File: src/sdpa_pkg.sv
package sdpa_pkg;
   // Subaddresses
   localparam logic [7:0] ADDR_CG_CTRL = 8'h99;
   localparam logic [7:0] ADDR_CG_MID = 8'h9A;
   localparam logic [7:0] ADDR_CG_LOW = 8'h9B;
   localparam logic [7:0] ADDR_SCALE_LSB = 8'h9C;
   localparam logic [7:0] ADDR_LUMA_SCALE = 8'h9D;
   localparam logic [7:0] ADDR_BLUE_SCALE = 8'h9E;
   localparam logic [7:0] ADDR_RED_SCALE = 8'h9F;
   localparam logic [7:0] ADDR_HUE = 8'hA0;
   localparam logic [7:0] ADDR_BRIGHT = 8'hA1;
   localparam logic [7:0] ADDR_AA_GAIN = 8'hA2;
   localparam logic [7:0] ADDR_NR_CORING = 8'hA3;
   localparam logic [7:0] ADDR_NR_THRESH = 8'hA4;
   localparam logic [7:0] ADDR_NR_MODE = 8'hA5;
   localparam logic [7:0] RESET_VAL = 8'h00;
   // Field positions
   localparam int CG_CRC_BIT = 4;
   localparam int CG_ODD_BIT = 5;
   localparam int CG_EVEN_BIT = 6;
   localparam int WS_EN_BIT = 7;
   localparam int WS_BLANK_BIT = 7;
   localparam int AA_FILT_EN_BIT = 4;
   localparam int NR_MODE_BIT = 4;
   localparam int NR_AREA_BIT = 6;
   localparam int NR_BSIZE_BIT = 7;
   // Write mask for the anti-alias gain register: upper nibble reserved
   localparam logic [7:0] AA_GAIN_MASK = 8'h0F;
   localparam logic [3:0] AA_GAIN_M4DB = 4'h0;
   localparam logic [3:0] AA_GAIN_0DB = 4'h6;
   localparam logic [3:0] AA_GAIN_P4DB = 4'hC;
   localparam logic [3:0] CORING_MAX = 4'h8;
   localparam int NUM_REGS = 13;
endpackage

File: src/sdpa_regs.sv
`timescale 1ns/1ps
// Functional notes
// (RQ1) Odd-field copy-generation insertion enabled only by control register bit 5.
// (RQ2) Even-field insertion enabled by bit 6, independent of odd-field enable.
// (RQ3) Mid register: bits 5:0 payload 13..8, bits 7:6 copy-gen bits 15..14.
// (RQ4) Low register holds payload bits 7..0 for either service.
// (RQ5) Luma scale is 10 bits: upper eight from luma register, low two LSB 1:0.
// (RQ6) Blue difference scale: upper from blue register, low two from LSB 3:2.
// (RQ7) Red difference scale: upper from red register, low two from LSB 5:4.
// (RQ8) Hue adjust takes all eight bits of the hue register.
// (RQ9) Anti-alias gain nibble 0/6/C = -4/0/+4 dB, only when filter enabled.
// (RQ10) Coring gain codes 0..8, +1/16 per step, -1/8 in noise-reduction mode.
// (RQ11) Noise reduction: threshold, area, block size, input, mode, block offset.
// (RQ12) Control bit 4 CRC enable, bit 7 wide-screen enable; brightness bit 7 blanks.
module sdpa_regs (
   input wire logic i_clk,
   input wire logic i_rst_n,
   input wire logic i_wr_en,
   input wire logic [7:0] i_addr,
   input wire logic [7:0] i_wdata,
   input wire logic i_aa_filt_en,
   output logic [7:0] o_rdata,
   output logic o_cg_odd_en,
   output logic o_cg_even_en,
   output logic o_cg_crc_en,
   output logic o_ws_en,
   output logic o_ws_blank,
   output logic [19:0] o_cg_payload,
   output logic [9:0] o_luma_scale,
   output logic [9:0] o_blue_colour_difference_scale,
   output logic [9:0] o_red_colour_difference_scale,
   output logic [1:0] o_phase_lsb,
   output logic [7:0] o_hue,
   output logic [6:0] o_brightness,
   output logic o_aa_gain_valid,
   output logic [3:0] o_luma_antialias_filter_gain,
   output logic [3:0] o_coring_border,
   output logic [3:0] o_coring_data,
   output logic [5:0] o_nr_threshold,
   output logic o_nr_area_4px,
   output logic o_nr_block_16px,
   output logic [2:0] o_nr_input_sel,
   output logic o_nr_sharp_mode,
   output logic [3:0] o_nr_block_offset
);
   logic rst_s1_q;
   logic rst_n_q;
   logic [7:0] cg_ctrl_q, cg_mid_q, cg_low_q, scale_lsb_q, luma_q, blue_q, red_q;
   logic [7:0] hue_q, bright_q, aa_q, coring_q, thresh_q, mode_q;
   logic [7:0] rdata_d;

   always_ff @(posedge i_clk or negedge i_rst_n) begin
      if (!i_rst_n) begin
         rst_s1_q <= 1'b0;
         rst_n_q <= 1'b0;
      end else begin
         rst_s1_q <= 1'b1;
         rst_n_q <= rst_s1_q;
      end
   end

   // Register writes over the serial control port
   always_ff @(posedge i_clk or negedge rst_n_q) begin
      if (!rst_n_q) begin
         cg_ctrl_q <= sdpa_pkg::RESET_VAL;
         cg_mid_q <= sdpa_pkg::RESET_VAL;
         cg_low_q <= sdpa_pkg::RESET_VAL;
         scale_lsb_q <= sdpa_pkg::RESET_VAL;
         luma_q <= sdpa_pkg::RESET_VAL;
         blue_q <= sdpa_pkg::RESET_VAL;
         red_q <= sdpa_pkg::RESET_VAL;
         hue_q <= sdpa_pkg::RESET_VAL;
         bright_q <= sdpa_pkg::RESET_VAL;
         aa_q <= sdpa_pkg::RESET_VAL;
         coring_q <= sdpa_pkg::RESET_VAL;
         thresh_q <= sdpa_pkg::RESET_VAL;
         mode_q <= sdpa_pkg::RESET_VAL;
      end else if (i_wr_en) begin
         case (i_addr)
            sdpa_pkg::ADDR_CG_CTRL: cg_ctrl_q <= i_wdata; // [RQ1] [RQ2] [RQ12]
            sdpa_pkg::ADDR_CG_MID: cg_mid_q <= i_wdata; // [RQ3]
            sdpa_pkg::ADDR_CG_LOW: cg_low_q <= i_wdata; // [RQ4]
            sdpa_pkg::ADDR_SCALE_LSB: scale_lsb_q <= i_wdata;
            sdpa_pkg::ADDR_LUMA_SCALE: luma_q <= i_wdata;
            sdpa_pkg::ADDR_BLUE_SCALE: blue_q <= i_wdata;
            sdpa_pkg::ADDR_RED_SCALE: red_q <= i_wdata;
            sdpa_pkg::ADDR_HUE: hue_q <= i_wdata; // [RQ8]
            sdpa_pkg::ADDR_BRIGHT: bright_q <= i_wdata; // [RQ12]
            sdpa_pkg::ADDR_AA_GAIN: aa_q <= i_wdata & sdpa_pkg::AA_GAIN_MASK; // [RQ9]
            sdpa_pkg::ADDR_NR_CORING: coring_q <= i_wdata; // [RQ10]
            sdpa_pkg::ADDR_NR_THRESH: thresh_q <= i_wdata; // [RQ11]
            sdpa_pkg::ADDR_NR_MODE: mode_q <= i_wdata; // [RQ11]
            default: ;
         endcase
      end
   end

   // Readback; unmapped subaddresses read zero
   always_comb begin
      case (i_addr)
         sdpa_pkg::ADDR_CG_CTRL: rdata_d = cg_ctrl_q;
         sdpa_pkg::ADDR_CG_MID: rdata_d = cg_mid_q;
         sdpa_pkg::ADDR_CG_LOW: rdata_d = cg_low_q;
         sdpa_pkg::ADDR_SCALE_LSB: rdata_d = scale_lsb_q;
         sdpa_pkg::ADDR_LUMA_SCALE: rdata_d = luma_q;
         sdpa_pkg::ADDR_BLUE_SCALE: rdata_d = blue_q;
         sdpa_pkg::ADDR_RED_SCALE: rdata_d = red_q;
         sdpa_pkg::ADDR_HUE: rdata_d = hue_q;
         sdpa_pkg::ADDR_BRIGHT: rdata_d = bright_q;
         sdpa_pkg::ADDR_AA_GAIN: rdata_d = aa_q;
         sdpa_pkg::ADDR_NR_CORING: rdata_d = coring_q;
         sdpa_pkg::ADDR_NR_THRESH: rdata_d = thresh_q;
         sdpa_pkg::ADDR_NR_MODE: rdata_d = mode_q;
         default: rdata_d = 8'h00;
      endcase
   end

   always_ff @(posedge i_clk or negedge rst_n_q) begin
      if (!rst_n_q) begin
         o_rdata <= 8'h00;
      end else begin
         o_rdata <= rdata_d;
      end
   end

   // Copy-generation and wide-screen flags
   always_ff @(posedge i_clk or negedge rst_n_q) begin
      if (!rst_n_q) begin
         o_cg_odd_en <= 1'b0;
         o_cg_even_en <= 1'b0;
         o_cg_crc_en <= 1'b0;
         o_ws_en <= 1'b0;
         o_ws_blank <= 1'b0;
      end else begin
         o_cg_odd_en <= cg_ctrl_q[sdpa_pkg::CG_ODD_BIT]; // [RQ1]
         o_cg_even_en <= cg_ctrl_q[sdpa_pkg::CG_EVEN_BIT]; // [RQ2]
         o_cg_crc_en <= cg_ctrl_q[sdpa_pkg::CG_CRC_BIT]; // [RQ12]
         o_ws_en <= cg_ctrl_q[sdpa_pkg::WS_EN_BIT]; // [RQ12]
         o_ws_blank <= bright_q[sdpa_pkg::WS_BLANK_BIT]; // [RQ12]
      end
   end

   // Copy-generation or wide-screen payload
   always_ff @(posedge i_clk or negedge rst_n_q) begin
      if (!rst_n_q) begin
         o_cg_payload <= 20'h00000;
      end else begin
         o_cg_payload <= {cg_ctrl_q[3:0], cg_mid_q, cg_low_q}; // [RQ3] [RQ4]
      end
   end

   // Ten-bit scale factors and the phase low bits
   always_ff @(posedge i_clk or negedge rst_n_q) begin
      if (!rst_n_q) begin
         o_luma_scale <= 10'h000;
         o_blue_colour_difference_scale <= 10'h000;
         o_red_colour_difference_scale <= 10'h000;
         o_phase_lsb <= 2'h0;
      end else begin
         o_luma_scale <= {luma_q, scale_lsb_q[1:0]}; // [RQ5]
         o_blue_colour_difference_scale <= {blue_q, scale_lsb_q[3:2]}; // [RQ6]
         o_red_colour_difference_scale <= {red_q, scale_lsb_q[5:4]}; // [RQ7]
         o_phase_lsb <= scale_lsb_q[7:6];
      end
   end

   // Hue and brightness
   always_ff @(posedge i_clk or negedge rst_n_q) begin
      if (!rst_n_q) begin
         o_hue <= 8'h00;
         o_brightness <= 7'h00;
      end else begin
         o_hue <= hue_q; // [RQ8]
         o_brightness <= bright_q[6:0]; // [RQ12]
      end
   end

   // Anti-alias gain; 0 dB stands while the filter is off, in reset too
   always_ff @(posedge i_clk or negedge rst_n_q) begin
      if (!rst_n_q) begin
         o_aa_gain_valid <= 1'b0;
         o_luma_antialias_filter_gain <= sdpa_pkg::AA_GAIN_0DB;
      end else begin
         o_aa_gain_valid <= i_aa_filt_en; // [RQ9]
         o_luma_antialias_filter_gain <= i_aa_filt_en ? aa_q[3:0] :
                                         sdpa_pkg::AA_GAIN_0DB; // [RQ9]
      end
   end

   // Coring gains; codes above 8 are clamped to the largest defined step
   always_ff @(posedge i_clk or negedge rst_n_q) begin
      if (!rst_n_q) begin
         o_coring_border <= 4'h0;
         o_coring_data <= 4'h0;
      end else begin
         o_coring_border <= (coring_q[3:0] > sdpa_pkg::CORING_MAX) ?
                            sdpa_pkg::CORING_MAX : coring_q[3:0]; // [RQ10]
         o_coring_data <= (coring_q[7:4] > sdpa_pkg::CORING_MAX) ?
                          sdpa_pkg::CORING_MAX : coring_q[7:4]; // [RQ10]
      end
   end

   // Noise-reduction threshold, area, block size, input, mode and offset
   always_ff @(posedge i_clk or negedge rst_n_q) begin
      if (!rst_n_q) begin
         o_nr_threshold <= 6'h00;
         o_nr_area_4px <= 1'b0;
         o_nr_block_16px <= 1'b0;
         o_nr_input_sel <= 3'h0;
         o_nr_sharp_mode <= 1'b0;
         o_nr_block_offset <= 4'h0;
      end else begin
         o_nr_threshold <= thresh_q[5:0]; // [RQ11]
         o_nr_area_4px <= thresh_q[sdpa_pkg::NR_AREA_BIT]; // [RQ11]
         o_nr_block_16px <= thresh_q[sdpa_pkg::NR_BSIZE_BIT]; // [RQ11]
         o_nr_input_sel <= mode_q[2:0]; // [RQ11]
         o_nr_sharp_mode <= mode_q[sdpa_pkg::NR_MODE_BIT]; // [RQ10] [RQ11]
         o_nr_block_offset <= mode_q[7:4]; // [RQ11]
      end
   end

   a_odd_enable: assert property (@(posedge i_clk) disable iff (!rst_n_q) // [RQ1]
      i_wr_en && i_addr == sdpa_pkg::ADDR_CG_CTRL |=> ##1 o_cg_odd_en == $past(i_wdata[5], 2))
      else $error("odd-field enable mismatch");
   a_even_enable: assert property (@(posedge i_clk) disable iff (!rst_n_q) // [RQ2]
      i_wr_en && i_addr == sdpa_pkg::ADDR_CG_CTRL |=> ##1 o_cg_even_en == $past(i_wdata[6], 2))
      else $error("even-field enable mismatch");
   a_mid_payload: assert property (@(posedge i_clk) disable iff (!rst_n_q) // [RQ3]
      i_wr_en && i_addr == sdpa_pkg::ADDR_CG_MID |=> ##1 o_cg_payload[15:8] == $past(i_wdata, 2))
      else $error("mid payload mismatch");
   a_low_payload: assert property (@(posedge i_clk) disable iff (!rst_n_q) // [RQ4]
      i_wr_en && i_addr == sdpa_pkg::ADDR_CG_LOW |=> ##1 o_cg_payload[7:0] == $past(i_wdata, 2))
      else $error("low payload mismatch");
   a_luma_scale: assert property (@(posedge i_clk) disable iff (!rst_n_q) // [RQ5]
      i_wr_en && i_addr == sdpa_pkg::ADDR_LUMA_SCALE |=> ##1 o_luma_scale[9:2] == $past(i_wdata, 2))
      else $error("luma scale mismatch");
   a_lsb_split: assert property (@(posedge i_clk) disable iff (!rst_n_q) // [RQ6] [RQ7]
      i_wr_en && i_addr == sdpa_pkg::ADDR_SCALE_LSB |=> ##1
      o_blue_colour_difference_scale[1:0] == $past(i_wdata[3:2], 2) &&
      o_red_colour_difference_scale[1:0] == $past(i_wdata[5:4], 2))
      else $error("scale low bits mismatch");
   a_hue_value: assert property (@(posedge i_clk) disable iff (!rst_n_q) // [RQ8]
      i_wr_en && i_addr == sdpa_pkg::ADDR_HUE |=> ##1 o_hue == $past(i_wdata, 2))
      else $error("hue mismatch");
   a_aa_disabled: assert property (@(posedge i_clk) disable iff (!rst_n_q) // [RQ9]
      !i_aa_filt_en |=> o_luma_antialias_filter_gain == sdpa_pkg::AA_GAIN_0DB && !o_aa_gain_valid)
      else $error("gain applied while filter off");
   a_coring_range: assert property (@(posedge i_clk) disable iff (!rst_n_q) // [RQ10]
      o_coring_border <= sdpa_pkg::CORING_MAX && o_coring_data <= sdpa_pkg::CORING_MAX)
      else $error("coring code out of range");
   a_nr_offset: assert property (@(posedge i_clk) disable iff (!rst_n_q) // [RQ11]
      i_wr_en && i_addr == sdpa_pkg::ADDR_NR_MODE |=> ##1 o_nr_block_offset == $past(i_wdata[7:4], 2))
      else $error("block offset mismatch");
   a_ws_blank: assert property (@(posedge i_clk) disable iff (!rst_n_q) // [RQ12]
      i_wr_en && i_addr == sdpa_pkg::ADDR_BRIGHT |=> ##1 o_ws_blank == $past(i_wdata[7], 2))
      else $error("blank bit mismatch");

   // Field decode checks
   a_crc_enable: assert property (@(posedge i_clk) disable iff (!rst_n_q) // [RQ12]
      i_wr_en && i_addr == sdpa_pkg::ADDR_CG_CTRL |=> ##1 o_cg_crc_en == $past(i_wdata[4], 2))
      else $error("CRC enable mismatch");
   a_ws_enable: assert property (@(posedge i_clk) disable iff (!rst_n_q) // [RQ12]
      i_wr_en && i_addr == sdpa_pkg::ADDR_CG_CTRL |=> ##1 o_ws_en == $past(i_wdata[7], 2))
      else $error("wide-screen enable mismatch");
   a_field_indep: assert property (@(posedge i_clk) disable iff (!rst_n_q) // [RQ2]
      i_wr_en && i_addr == sdpa_pkg::ADDR_CG_CTRL && i_wdata[5] != i_wdata[6] |=> ##1
      o_cg_odd_en != o_cg_even_en)
      else $error("odd and even enables not independent");
   a_luma_low: assert property (@(posedge i_clk) disable iff (!rst_n_q) // [RQ5]
      i_wr_en && i_addr == sdpa_pkg::ADDR_SCALE_LSB |=> ##1
      o_luma_scale[1:0] == $past(i_wdata[1:0], 2))
      else $error("luma scale low bits mismatch");
   a_blue_upper: assert property (@(posedge i_clk) disable iff (!rst_n_q) // [RQ6]
      i_wr_en && i_addr == sdpa_pkg::ADDR_BLUE_SCALE |=> ##1
      o_blue_colour_difference_scale[9:2] == $past(i_wdata, 2))
      else $error("blue scale mismatch");
   a_red_upper: assert property (@(posedge i_clk) disable iff (!rst_n_q) // [RQ7]
      i_wr_en && i_addr == sdpa_pkg::ADDR_RED_SCALE |=> ##1
      o_red_colour_difference_scale[9:2] == $past(i_wdata, 2))
      else $error("red scale mismatch");
   a_bright_value: assert property (@(posedge i_clk) disable iff (!rst_n_q) // [RQ12]
      i_wr_en && i_addr == sdpa_pkg::ADDR_BRIGHT |=> ##1 o_brightness == $past(i_wdata[6:0], 2))
      else $error("brightness mismatch");
   a_aa_enabled: assert property (@(posedge i_clk) disable iff (!rst_n_q) // [RQ9]
      i_aa_filt_en && o_aa_gain_valid |=> o_luma_antialias_filter_gain == $past(aa_q[3:0]))
      else $error("gain not applied while filter on");
   a_aa_reserved: assert property (@(posedge i_clk) disable iff (!rst_n_q) // [RQ9]
      aa_q[7:4] == 4'h0)
      else $error("reserved gain bits set");
   a_border_pass: assert property (@(posedge i_clk) disable iff (!rst_n_q) // [RQ10]
      coring_q[3:0] <= sdpa_pkg::CORING_MAX |=> o_coring_border == $past(coring_q[3:0]))
      else $error("border coring code mismatch");
   a_data_pass: assert property (@(posedge i_clk) disable iff (!rst_n_q) // [RQ10]
      coring_q[7:4] <= sdpa_pkg::CORING_MAX |=> o_coring_data == $past(coring_q[7:4]))
      else $error("data coring code mismatch");
   a_nr_threshold: assert property (@(posedge i_clk) disable iff (!rst_n_q) // [RQ11]
      i_wr_en && i_addr == sdpa_pkg::ADDR_NR_THRESH |=> ##1
      o_nr_threshold == $past(i_wdata[5:0], 2))
      else $error("threshold mismatch");
   a_nr_area: assert property (@(posedge i_clk) disable iff (!rst_n_q) // [RQ11]
      i_wr_en && i_addr == sdpa_pkg::ADDR_NR_THRESH |=> ##1
      o_nr_area_4px == $past(i_wdata[6], 2))
      else $error("border area mismatch");
   a_nr_bsize: assert property (@(posedge i_clk) disable iff (!rst_n_q) // [RQ11]
      i_wr_en && i_addr == sdpa_pkg::ADDR_NR_THRESH |=> ##1
      o_nr_block_16px == $past(i_wdata[7], 2))
      else $error("block size mismatch");
   a_nr_input: assert property (@(posedge i_clk) disable iff (!rst_n_q) // [RQ11]
      i_wr_en && i_addr == sdpa_pkg::ADDR_NR_MODE |=> ##1
      o_nr_input_sel == $past(i_wdata[2:0], 2))
      else $error("input select mismatch");
   a_nr_mode: assert property (@(posedge i_clk) disable iff (!rst_n_q) // [RQ11]
      i_wr_en && i_addr == sdpa_pkg::ADDR_NR_MODE |=> ##1
      o_nr_sharp_mode == $past(i_wdata[4], 2))
      else $error("sharpness mode mismatch");

   // Readback checks
   a_ctrl_read: assert property (@(posedge i_clk) disable iff (!rst_n_q) // [RQ1]
      i_addr == sdpa_pkg::ADDR_CG_CTRL |=> o_rdata == $past(cg_ctrl_q))
      else $error("control readback mismatch");
   a_mid_read: assert property (@(posedge i_clk) disable iff (!rst_n_q) // [RQ3]
      i_addr == sdpa_pkg::ADDR_CG_MID |=> o_rdata == $past(cg_mid_q))
      else $error("mid readback mismatch");
   a_low_read: assert property (@(posedge i_clk) disable iff (!rst_n_q) // [RQ4]
      i_addr == sdpa_pkg::ADDR_CG_LOW |=> o_rdata == $past(cg_low_q))
      else $error("low readback mismatch");
   a_hue_read: assert property (@(posedge i_clk) disable iff (!rst_n_q) // [RQ8]
      i_addr == sdpa_pkg::ADDR_HUE |=> o_rdata == $past(hue_q))
      else $error("hue readback mismatch");
   a_aa_read: assert property (@(posedge i_clk) disable iff (!rst_n_q) // [RQ9]
      i_addr == sdpa_pkg::ADDR_AA_GAIN |=> o_rdata[7:4] == 4'h0)
      else $error("reserved gain bits read back set");

   // Registers hold when not written
   a_ctrl_hold: assert property (@(posedge i_clk) disable iff (!rst_n_q) // [RQ1]
      !(i_wr_en && i_addr == sdpa_pkg::ADDR_CG_CTRL) |=> $stable(cg_ctrl_q))
      else $error("control register changed without write");
   a_scale_hold: assert property (@(posedge i_clk) disable iff (!rst_n_q) // [RQ5]
      !(i_wr_en && i_addr == sdpa_pkg::ADDR_SCALE_LSB) |=> $stable(scale_lsb_q))
      else $error("scale register changed without write");
   a_hue_hold: assert property (@(posedge i_clk) disable iff (!rst_n_q) // [RQ8]
      !(i_wr_en && i_addr == sdpa_pkg::ADDR_HUE) |=> $stable(hue_q))
      else $error("hue register changed without write");
   a_coring_hold: assert property (@(posedge i_clk) disable iff (!rst_n_q) // [RQ10]
      !(i_wr_en && i_addr == sdpa_pkg::ADDR_NR_CORING) |=> $stable(coring_q))
      else $error("coring register changed without write");
   a_mode_hold: assert property (@(posedge i_clk) disable iff (!rst_n_q) // [RQ11]
      !(i_wr_en && i_addr == sdpa_pkg::ADDR_NR_MODE) |=> $stable(mode_q))
      else $error("mode register changed without write");

   c_both_fields: cover property (@(posedge i_clk) disable iff (!rst_n_q)
      o_cg_odd_en && o_cg_even_en);
   c_sharp_mode: cover property (@(posedge i_clk) disable iff (!rst_n_q)
      o_nr_sharp_mode && o_coring_data == sdpa_pkg::CORING_MAX);
   c_aa_boost: cover property (@(posedge i_clk) disable iff (!rst_n_q)
      o_aa_gain_valid && o_luma_antialias_filter_gain == sdpa_pkg::AA_GAIN_P4DB);
   c_back_to_back: cover property (@(posedge i_clk) disable iff (!rst_n_q)
      i_wr_en ##1 i_wr_en);
   c_coring_clamp: cover property (@(posedge i_clk) disable iff (!rst_n_q)
      coring_q[3:0] > sdpa_pkg::CORING_MAX && o_coring_border == sdpa_pkg::CORING_MAX);
endmodule // sdpa_regs

File: config.mk
export PLATFORM = sky130hd
export DESIGN_NAME = sdpa_regs
export DESIGN_NICKNAME = d
export VERILOG_FILES = /design/src/sdpa_pkg.sv /design/src/sdpa_regs.sv
export SDC_FILE = /design/constraint.sdc
export NUM_CORES = 1
export LEC_CHECK = 0
export BUFFER_PORTS_ARGS = -buffer_cell sky130_fd_sc_hd__buf_2
export CORE_ASPECT_RATIO = 0.7
export CORE_UTILIZATION = 58
export CTS_BUF_LIST = sky130_fd_sc_hd__clkbuf_2
export DETAILED_ROUTE_END_ITERATION = 16
export PLACE_DENSITY = 0.93
export SLEW_MARGIN = 10
export SYNTH_ARGS = -nofsm -noshare
export SYNTH_HDL_FRONTEND = slang
export SYNTH_SLANG_ARGS = --single-unit
File: constraint.sdc
create_clock -name i_clk -period 8.4 [get_ports i_clk]
set_input_delay 1.68 -clock i_clk [delete_from_list [all_inputs] [get_ports i_clk]]
set_output_delay 1.68 -clock i_clk [all_outputs]
set_load 0.05 [all_outputs]
==> impl_metrics.env <==
export IMPL_crit_type="input port to flip-flop"
export IMPL_drt_initial_drc_count=626
export IMPL_synthToLayoutAreaGrowth_pct=14.3
export IMPL_place_hpwl_um=12200
export IMPL_h_tree_depth=2
export IMPL_leakage_nw=4.87
export IMPL_yosysUniqueCellTypes=54
export IMPL_vdd_drop_max_uv=110
export IMPL_via_per_inst=5.97
export IMPL_ys_seq_elements=210
export IMPL_clock_latency_ns=0.76
export IMPL_final_cell_mix="dfrtp_1 (207), buf_2 (128), mux2_2 (113), clkbuf_2 (66)"
export IMPL_postRouteAntennaNets=0
export IMPL_crit_required_ns=8.97
export IMPL_cts_buffers=46
export IMPL_fillers=860
export IMPL_drive_above_1_share=0.506
export IMPL_drv_cap=0
export IMPL_yosys_warnings=0
export IMPL_die_w_um=140
export IMPL_track_usage=0.279
export IMPL_tightest_slew_ns=0.863
export IMPL_cts_tree="done"
export IMPL_die_h_um=98.9
export IMPL_via_count=4988
export IMPL_synth_area_mm2=0.00778
export IMPL_overflow=0
export IMPL_final_common_cell="dfrtp_1"
export IMPL_rsz0062_at_grt="no"
export IMPL_synth_ff_type="dfrtp_1"
export IMPL_coreArea_mm2=0.0128
export IMPL_multi_input_area_mm2=0.00234
export IMPL_ctsResizeCount=0
export IMPL_fin_crit_sh=0.427
export IMPL_slowest_stage="nor2_1"
export IMPL_io_pins=129
export IMPL_slew_viol_final=0
export IMPL_path_clk_slew_ns=0.12
export IMPL_p_per_area_mw_per_mm2=210
export IMPL_setup_violations=0
export IMPL_grt_pass1_wl_um=29000
export IMPL_hold_buffers=0
export IMPL_use_met1=0.410
export IMPL_cp_top_family="simple AND/OR/NAND/NOR gates"
export IMPL_routed_wirelength_um=18400
export IMPL_fin_crit_ns=3.59
export IMPL_critPathMaxFanout=25
export IMPL_fin_tns_setup_ns=0
export IMPL_gr_usage_met2=0.403
export IMPL_synth_async_sr_flop_share=1.00
export IMPL_clockRootBuffer="clkbuf_2"
export IMPL_hold_path_class="flip-flop to async pin"
export IMPL_synth_edf_count=0
export IMPL_max_stage_delay_ns=0.74
export IMPL_postSynthCellCount=495
export IMPL_wire_per_inst_um=22.0
export IMPL_status="finished clean"
export IMPL_power_mw=1.87
export IMPL_fin_nets=663
export IMPL_synth_nets=515
export IMPL_grt_max_degree=96
export IMPL_n_antenna_cell=0
export IMPL_first_pass_iters=5
export IMPL_port_buffers=128
export IMPL_clock_sinks=210
export IMPL_seq_area_mm2=0.00526
export IMPL_worstSetupEndpointType="flip-flop"
export IMPL_clock_skew_ns=0.100
export IMPL_start_util=0.610
export IMPL_hold_viol=0
export IMPL_clockBufferDepth=3
export IMPL_grt_busiest_layer="met1"
export IMPL_gp_congestion=0.956
export IMPL_cts_setup_buffers=0
export IMPL_crit_arrival_ns=4.16
export IMPL_crit_chain="buf_2 > nand3b_1 > nor2_1 > nand3_2 > mux2_2"
export IMPL_antenna_found_initial=0
export IMPL_gr_usage_met3=0.0787
export IMPL_grt_pass1_vias=5185
export IMPL_fmax_mhz=279
export IMPL_drc=0
export IMPL_rows=34
export IMPL_slew_limit_headroom=0.422
export IMPL_path_buf_inv=1
export IMPL_seq_area_frac_synth=0.676
export IMPL_avgSynthCellArea_um2=15.7
export IMPL_worstSetupStartpointType="input port"
export IMPL_dieArea_mm2=0.0139
## layer usage
layer,vias to the layer above,wire length [um]
met5,-,0
met4,0,298
met3,40,1810
met2,286,8170
met1,2548,8080
li1,2114,-
## worst register-to-register path: cells and delay by family (launching register included)
| family | cells | cell delay [ns] |
|---|---|---|
| flops | 1 | 0.44 |
| mux | 1 | 0.28 |
| compound gates | 3 | 0.67 |
## flip-flops by register name, indices dropped and copies added, names as in the netlist, 10 cells and up
signal,cells
o_blue_colour_difference_scale,10
o_cg_payload,20
o_luma_scale,10
o_red_colour_difference_scale,10
## worst paths after layout
path / start / end / slack (ns) / cells after the start
min in group i_clk: rst_s1_q / rst_n_q / 0.36 / 0
min reg2reg: rst_n_q / o_brightness[1] / 0.23 / 0
max in group asynchronous: rst_n_q / o_luma_antialias_filter_gain[2] / 7.01 / 2
max reg2reg: luma_q[0] / o_rdata[0] / 6.81 / 4
max: i_addr[2] / luma_q[1] / 4.81 / 5
min: rst_n_q / o_brightness[1] / 0.23 / 0
## power by group
group	internal (mW)	switching [mW]	total, mW
logic	0.0494	0.147	0.197
clock network	0.210	0.372	0.582
registers	1.06	0.0319	1.09
total	1.32	0.551	1.87
## final cells by class
class,instances,area share
clock inverter,13,0.00591
timing repair buffer,133,0.0789
clock buffer,66,0.0372
tap,162,0.0228
sequential,210,0.592
multi-input combinational,252,0.263
## kinds of logic (layout without fill, tap and decap cells)
kind of cell,after synthesis,count (layout),share of synthesized area
AOI/OAI and AO/OA,51,51,0.0507
buffers and inverters,33,212,0.0232
DFF,210,210,0.676
muxes,121,121,0.175
other,1,1,0.000482
and+or+nand+nor,79,79,0.0745
## synth_stat cells (6+ instances only)
cell	instances	area [um^2]
nor2b_1	11	68.8
nand3_1	8	40.0
a22o_1	11	96.3
o21ai_0	8	40.0
mux2_2	113	1270
buf_4	8	60.1
a22oi_1	8	60.1
buf_2	9	45.0
nor2_1	8	30.0
dfrtp_1	208	5200
mux2i_1	7	70.1
clkbuf_1	13	48.8
nor3_1	6	30.0
## stage by stage
| step | hold WS [ns] | setup slack, ns | cells | instance area, um^2 | utilization |
|---|---|---|---|---|---|
| 4_1_cts | 0.232 | 4.96 | 835 | 8860 | 0.694 |
| 5_1_grt | 0.245 | 4.77 | 836 | 8890 | 0.697 |
| 6_report | 0.228 | 4.81 | 836 | 8890 | 0.697 |
| 3_5_place_dp | 0.211 | 4.19 | 756 | 8480 | 0.664 |
| 2_1_floorplan | 0.331 | 2.12 | 495 | 7780 | - |
| 3_3_place_gp | 0.199 | 4.33 | 756 | 8480 | 0.664 |
(Power assumes the default switching activity.)
